### src/verilog/rve_regs.vh
// register offsets, field positions, reset values and step figures for the roof voltage bank
`ifndef RVE_REGS_VH
`define RVE_REGS_VH
`define RVE_OFS_FLOOR 8'h00
`define RVE_OFS_ROOF 8'h01
`define RVE_OFS_MODE 8'h02
`define RVE_OFS_SPARE3 8'h03
`define RVE_BIT_GATE 7
`define RVE_BIT_SPARE 6
`define RVE_CODE_HI 5
`define RVE_CODE_LO 0
`define RVE_BIT_MODE_FREE 5
`define RVE_MODE_CTRL_HI 4
`define RVE_MODE_CTRL_LO 3
`define RVE_BIT_MODE_HIGH 2
`define RVE_BIT_MODE_LOW 1
`define RVE_GATE_RST 1'h1
`define RVE_SPARE_RST 1'h0
`define RVE_CODE_RST 6'h00
`define RVE_MODE_RST 6'h00
`define RVE_STEP_UV 16'h30D4
`define RVE_VMIN_UV 20'hB_71B0
`endif

### src/verilog/rve_roof_voltage_enable.v
// roof voltage select and operation mode registers with converter enable gating
//
// Summary of operation
// roof register holds gate, spare, six-bit code
// reset gives gate one, spare zero, factory code
// gate bit qualifies the external enable pin
// gate bit shared by both voltage registers
// gate zero forces shutdown regardless of pin
// gate one follows the enable pin level
// target equals minimum plus code times step; the 20-bit targetUv wraps instead for codes 24 and up
// write takes effect at data LSB edge
// no updates while pin holds hardware shutdown
// minimum voltage is per-variant build constant
`timescale 1ns/1ps
`include "rve_regs.vh"
module rve_roof_voltage_enable #(
  parameter [5:0] ROOF_CODE_RESET = `RVE_CODE_RST,
  parameter [5:0] FLOOR_CODE_RESET = `RVE_CODE_RST,
  parameter [19:0] MIN_OUT_UV = `RVE_VMIN_UV
)
(
  input wire core_clk,
  input wire reset,
  input wire enablePin,
  input wire writeStrobe,
  input wire [7:0] writeAddr,
  input wire [7:0] writeData,
  input wire [7:0] readAddr,
  output reg [7:0] readData,
  output reg converterRun,
  output reg [5:0] activeCode,
  output reg [19:0] targetUv,
  output reg [1:0] modeCtrl,
  output reg modeHighSel,
  output reg modeLowSel
);
  // the block sits behind the serial front end, which hands over one
  // decoded byte write per strobe; reads are a plain registered mux

  // stored register fields; the gate is one flop behind two addresses,
  // so the floor and roof registers can never disagree about it
  reg converterOnGate;
  reg floorSpare;
  reg roofSpare;
  reg [5:0] floorCode;
  reg [5:0] roofCode;
  reg modeFree;
  reg [7:0] spareReg;

  // next values, worked out in one combinational process below
  reg next_converterOnGate;
  reg next_floorSpare;
  reg next_roofSpare;
  reg [5:0] next_floorCode;
  reg [5:0] next_roofCode;
  reg next_modeFree;
  reg [1:0] next_modeCtrl;
  reg next_modeHighSel;
  reg next_modeLowSel;
  reg [7:0] next_spareReg;

  // write qualification and per-register hits
  wire updateOk;
  wire floorHit;
  wire roofHit;
  wire modeHit;
  wire spareHit;

  // next values of the registered outputs
  wire [7:0] next_readData;
  wire next_converterRun;
  wire [19:0] next_targetUv;

  // one register image, used by the read mux for every address
  function [7:0] regImage;
    input [7:0] addr;
    begin
      case (addr)
        `RVE_OFS_FLOOR: regImage = {converterOnGate, floorSpare, floorCode};
        `RVE_OFS_ROOF: regImage = {converterOnGate, roofSpare, roofCode};
        // reserved top bits and the unused bottom bit always read zero
        `RVE_OFS_MODE: regImage = {2'b00, modeFree, modeCtrl, modeHighSel, modeLowSel, 1'b0};
        `RVE_OFS_SPARE3: regImage = spareReg;
        default: regImage = 8'h00;
      endcase
    end
  endfunction

  // address compare, shared by all four write hits
  function addrHit;
    input [7:0] addr;
    input [7:0] ofs;
    begin
      addrHit = (addr == ofs);
    end
  endfunction

  // target voltage in microvolts; operands are widened on purpose so the
  // product cannot be cut short; 63 steps of 12500 fit well in 20 bits
  function [19:0] roofTarget;
    input [5:0] code;
    reg [19:0] stepProduct;
    begin
      stepProduct = {14'h0000, code} * {4'h0, `RVE_STEP_UV};
      roofTarget = MIN_OUT_UV + stepProduct;
    end
  endfunction

  // writes are dropped while the pin holds hardware shutdown; the gate bit
  // alone does not block the serial side, so software can wake the converter
  assign updateOk = writeStrobe & enablePin;

  // one decoded hit per register; only one can be high for a given address
  assign floorHit = updateOk & addrHit(writeAddr, `RVE_OFS_FLOOR);
  assign roofHit = updateOk & addrHit(writeAddr, `RVE_OFS_ROOF);
  assign modeHit = updateOk & addrHit(writeAddr, `RVE_OFS_MODE);
  assign spareHit = updateOk & addrHit(writeAddr, `RVE_OFS_SPARE3);

  // read image, run qualifier and target are formed here, registered below
  assign next_readData = regImage(readAddr);
  assign next_converterRun = converterOnGate & enablePin;
  assign next_targetUv = roofTarget(roofCode);

  // next state of every stored field; hold is the default on every path
  always @*
  begin
    next_converterOnGate = converterOnGate;
    next_floorSpare = floorSpare;
    next_roofSpare = roofSpare;
    next_floorCode = floorCode;
    next_roofCode = roofCode;
    next_modeFree = modeFree;
    next_modeCtrl = modeCtrl;
    next_modeHighSel = modeHighSel;
    next_modeLowSel = modeLowSel;
    next_spareReg = spareReg;
    // floor register: same gate flop as the roof register
    if (floorHit)
    begin
      next_converterOnGate = writeData[`RVE_BIT_GATE];
      next_floorSpare = writeData[`RVE_BIT_SPARE];
      next_floorCode = writeData[`RVE_CODE_HI:`RVE_CODE_LO];
    end
    // roof register: gate, spare and six-bit code, all read/write
    if (roofHit)
    begin
      next_converterOnGate = writeData[`RVE_BIT_GATE];
      next_roofSpare = writeData[`RVE_BIT_SPARE];
      next_roofCode = writeData[`RVE_CODE_HI:`RVE_CODE_LO];
    end
    // mode register: the two top bits are reserved and never stored
    if (modeHit)
    begin
      next_modeFree = writeData[`RVE_BIT_MODE_FREE];
      next_modeCtrl = writeData[`RVE_MODE_CTRL_HI:`RVE_MODE_CTRL_LO];
      next_modeHighSel = writeData[`RVE_BIT_MODE_HIGH];
      next_modeLowSel = writeData[`RVE_BIT_MODE_LOW];
    end
    // fourth register: a plain byte with no side effects
    if (spareHit)
    begin
      next_spareReg = writeData;
    end
  end

  // stored fields; writeStrobe is the serial front end's pulse on the data
  // LSB edge, so a write lands on the clock edge that samples it
  always @(posedge core_clk)
  begin
    if (reset)
    begin
      converterOnGate <= `RVE_GATE_RST;
      roofSpare <= `RVE_SPARE_RST;
      floorSpare <= `RVE_SPARE_RST;
      roofCode <= ROOF_CODE_RESET;
      floorCode <= FLOOR_CODE_RESET;
      modeFree <= 1'b0;
      modeCtrl <= 2'b00;
      modeHighSel <= 1'b0;
      modeLowSel <= 1'b0;
      spareReg <= 8'h00;
    end
    else
    begin
      converterOnGate <= next_converterOnGate;
      roofSpare <= next_roofSpare;
      floorSpare <= next_floorSpare;
      roofCode <= next_roofCode;
      floorCode <= next_floorCode;
      modeFree <= next_modeFree;
      modeCtrl <= next_modeCtrl;
      modeHighSel <= next_modeHighSel;
      modeLowSel <= next_modeLowSel;
      spareReg <= next_spareReg;
    end
  end

  // registered outputs: read image, run qualifier, code and target voltage;
  // they trail the stored fields by one edge, traded for clean flop outputs
  always @(posedge core_clk)
  begin
    if (reset)
    begin
      readData <= 8'h00;
      converterRun <= 1'b0;
      activeCode <= 6'h00;
      targetUv <= 20'h0_0000;
    end
    else
    begin
      readData <= next_readData;
      converterRun <= next_converterRun;
      activeCode <= roofCode;
      targetUv <= next_targetUv;
    end
  end
endmodule

### config.mk
export PLATFORM = sky130hd
export DESIGN_NAME = rve_roof_voltage_enable
export DESIGN_NICKNAME = d
export VERILOG_FILES = /design/src/verilog/rve_roof_voltage_enable.v
export VERILOG_INCLUDE_DIRS = /design/src /design/src/verilog
export SDC_FILE = /design/constraint.sdc
export NUM_CORES = 1
export LEC_CHECK = 0
export ABC_AREA = 1
export BUFFER_PORTS_ARGS = -buffer_cell sky130_fd_sc_hd__buf_2
export CORE_ASPECT_RATIO = 0.9
export CORE_MARGIN = 2
export CORE_UTILIZATION = 50
export DETAILED_ROUTE_END_ITERATION = 12
export PLACE_DENSITY = 0.79
export SETUP_SLACK_MARGIN = 0.4
export SYNTH_ARGS = -nofsm -noshare
export SYNTH_HDL_FRONTEND = slang
export SYNTH_SLANG_ARGS = --single-unit
### constraint.sdc
create_clock -name core_clk -period 6.87 [get_ports core_clk]
set_input_delay 1.374 -clock core_clk [delete_from_list [all_inputs] [get_ports core_clk]]
set_output_delay 1.374 -clock core_clk [all_outputs]
set_load 0.01 [all_outputs]
Yosys cells after proc, flatten, opt, wreduce, memory -nomap -nowiden
Index checks and enable logic that the tools add are counted.
{"block": "op_classes", "add_sub_neg": 1, "mul": 1, "eq_ne": 6, "mux": 3, "n_bitwise": 6, "reduce_logical": 3}
{"op": "equality test 8 x 2 -> 1 bit (second input constant)", "n": 4}
{"op": "case mux 8 bit (4 select lines)", "n": 1}
{"op": "adder 20 bit (first input constant)", "n": 1}
{"op": "multiplier 6 x 12 -> 18 bit (second input constant)", "n": 1}
{"op": "equality test 8 x 1 -> 1 bit (second input constant)", "n": 2}
{"op": "zero test 8 bit", "n": 2}
{"op": "AND 1 bit", "n": 6}
{"op": "two-way mux 1 bit", "n": 2}
{"op": "nonzero test 2 bit", "n": 1}
{"block": "totals", "register_bits": 63, "in_bits": 28, "wordCells": 34}

Logic depth before layout (Yosys ltp)
{"block": "logic_depth", "word_depth": 4, "mapped_depth": 21, "mapped_depth_nobuf": 21}

Least setup slack after synthesis
OpenSTA, ideal clock, no wires.
{"block": "synth_timing", "path_kind": "register -> register", "start": "register roofCode[3]", "end": "register targetUv[19]", "arrival_ns": 2.991, "required_ns": 6.755, "slack_ns": 3.764, "stages_incl_launch_ff": 18, "n_path_buf": 0, "path_cell_list": "dfxtp_1 -> ha_1 -> ha_1 -> fa_1 -> inv_1 -> fa_1 -> inv_1 -> nand3_1 -> nand2_1 -> nand2_1 -> nand2_1 -> nand2_1 -> nand2_2 -> nand4_1 -> nand2_1 -> nand2_2 -> a21oi_1 -> nor2_1"}
{"block": "synth_between", "elab_chain_cells": 2}
{"element": "start, declared", "line_no": "rve_roof_voltage_enable.v:46", "text": "reg [5:0] roofCode;"}
{"element": "start signal, assigned", "line_no": "rve_roof_voltage_enable.v:188", "text": "roofCode <= next_roofCode;"}
{"element": "multiplier 6 x 12 -> 18 bit", "line_no": "rve_roof_voltage_enable.v:104", "text": "stepProduct = {14'h0000, code} * {4'h0, `RVE_STEP_UV};"}
{"element": "adder 20 bit", "line_no": "rve_roof_voltage_enable.v:105", "text": "roofTarget = MIN_OUT_UV + stepProduct;"}
{"element": "end signal, assigned", "line_no": "rve_roof_voltage_enable.v:214", "text": "targetUv <= next_targetUv;"}
{"element": "end, declared", "line_no": "rve_roof_voltage_enable.v:32", "text": "output reg [19:0] targetUv,"}
Every way passes these cells.
A chain may end at the register's enable or synchronous reset.

Final worst setup path
Same ends and word-level chain as after synthesis.

==> reports/results.txt <==
status = completed
fraction of registers with async set/reset = 0%
count leader, synth = nand2_1
FF-to-FF path depth = 17
clock slew at the register clock pins of the worst setup and hold paths = 0.07 ns
Area contributors post-synth = dfxtp_1 33%, ha_1 14%, nand2_1 9.2%
RSZ-0062 raised after global routing = false
Hold Crit Class = reg2reg
post_cts resized = 0
row cnt = 29
Core Region = 6930 um^2
initial drt markers = 175
register area share after synthesis = 33.5%
area share of the largest cell type after synthesis = 33.5%
peak supply drop = 0.000150 V
period utilisation layout = 50.2%
Avg WL per Cell = 12.4 um
Ports = 67
R2R setup slack = 3.42 ns
register area = 1180 um^2
Fin Setup TNS = 0 ns
Synth cell types = 34
top post-synthesis cells by count = 87 x nand2_1, 79 x inv_1, 59 x dfxtp_1
Slew headroom = 36.0%
crit path DAT = 3.69 ns
pin count of the biggest net entering global routing = 36
Layout area overhead = 16.7%
RD Place Congestion = 0.922
CTS Sinks = 59
GRT Overall Usage = 22.0%
total grt overflow = 0
via-per-instance ratio = 5.14
post-layout min period = 3.45 ns
area occupied by multi-input gates = 1990 um^2
die width = 92.6 um
Yosys reg bits = 59
max-cap violations = 0
port bufs = 64
Static Leakage = 2.23 nW
final slew viol count = 0
Worst-Margin Slew = 0.959 ns
# nets final = 625
initial antenna violation count = 0
Cells after Synth = 489
CTS tree = built
DR vias = 3350
WHS Path Cells = 2
Post-route DRC = 0
Synth Cell Area = 3530 um^2
first-pass GRT wire length = 13700 um
Yosys top cell by area = dfxtp_1
Final Hold Fails = 0
Required @ worst endpoint = 7.11 ns
crit-path max FO = 6
CTS H-tree depth = 3
Initial DRT Pass Iterations = 5
DP HPWL = 6250 um
Clock Skew = 0.00906 ns
Clock Latency Late Sink = 0.34 ns
type of origin of the critical path = flip-flop
Final setup viols = 0
Synth warnings = 0
post-CTS setup buffers = 0
Antenna diodes = 0
Die Ht = 83.7 um
layout cells sized above 1 = 16.8%
vias in the first global route = 3094
number of flops mapped to enable cells by yosys = 0
CTS Hold Bufs = 0
# fillers = 638
Max Freq = 290 MHz
Routed Antenna Nets = 0
syn_area_per_cell = 7.22 um^2
CTS max path bufs = 2
Setup crit end kind = flip-flop
CTS Root Cell = clkbuf_8
Initial Utilization = 50.9%
total CTS buffers = 9
WL final = 8090 um
PwrDens = 174 nW/um^2
post-layout util = 59.5%
Top FF cell, synth = dfxtp_1
critical path type = reg2reg
die area = 7750 um^2
critical path, stage by stage, from the launching register on:
cell and delay [ns]:
dfxtp_1 0.45, ha_1 0.29, ha_1 0.30, fa_1 0.57, inv_1 0.06, fa_1 0.44, inv_1 0.09, nand3_1 0.08
nand2_1 0.13, nand2_1 0.08, nand2_1 0.08, nand2_1 0.08, nand2_2 0.11, nand4_1 0.17, nand2_1 0.14, nand2_2 0.08
a21oi_1 0.13, nor2_1 0.05
stage by stage:
step	setup slack [ns]	hold slack [ns]	total power [W]	instances	cell area (um^2)
finish	3.42	0.459	0.000718	652	4120
global route	3.12	0.480	0.000742	652	4120
CTS	3.45	0.457	0.000722	652	4120
detailed placement	3.47	0.449	0.000388	636	3910
global placement	3.59	0.440	0.000387	636	3910
floorplan	3.76	0.423	0.000372	490	3530
state kept, by name, summed over array words and instances (netlist names), 2 cells and up:
name	count
modeCtrl	2
readData	8
activeCode	6
spareReg	8
floorCode	6
roofCode	6
targetUv	16
final timing paths:
kind / to / start
min: spareReg[6] / spareReg[6]
max reg2reg: targetUv[19] / roofCode[3]
max: targetUv[19] / roofCode[3]
min reg2reg: spareReg[6] / spareReg[6]
power breakdown:
group	internal (W)	leakage, nW	total, W	switching, W
logic	0.0000129	1.64	0.0000336	0.0000206
clock network	0.000203	0.103	0.000338	0.000135
registers	0.000346	0.479	0.000347	0.00000103
area by class of cell:
cell class / instances / share of cell area [%]
Sequential cell: 59 / 28.7
Multi-Input combinational cell: 339 / 48.3
Clock buffer: 11 / 3.19
Timing Repair Buffer: 64 / 7.77
Inverter: 81 / 7.38
Clock inverter: 5 / 1.88
Tap cell: 93 / 2.82
layer usage:
layer | GRT usage (%) | vias to the layer above | wire length (um)
li1 | - | 1708 | -
met1 | 29.7 | 1523 | 3860
met2 | 34.8 | 108 | 3620
met3 | 5.06 | 11 | 482
met4 | 7.06 | 0 | 131
met5 | 0 | - | 0
cell families after synthesis:
kind of cell	count (synthesis)	share of synthesized area, %
other	1	0.106
adders and majority gates	43	16.1
and+or+nand+nor	195	24.6
AOI/OAI and AO/OA	95	14.5
DFF	59	33.5
buffers and inverters	92	10.3
xor gates and xnor gates	4	0.992
cell usage in the layout (no fill, tap or decap), types with 2 or more instances in the layout:
master,instances
xor2_1,4
inv_2,2
nand4_1,5
clkbuf_8,9
nand2_1,87
o221ai_1,2
conb_1,2
a211oi_1,5
clkbuf_1,2
ha_1,39
nand3_1,27
o21ai_0,32
nor2_1,55
bufinv_16,2
nor3_1,3
a21oi_1,46
o22ai_1,5
clkinv_2,2
or2_2,2
inv_1,79
dfxtp_1,59
nand3b_1,2
fa_1,4
nand2_2,5
buf_2,64
o21a_1,2
nor2_2,2
Note: power is estimated with default switching activity, not from simulation.
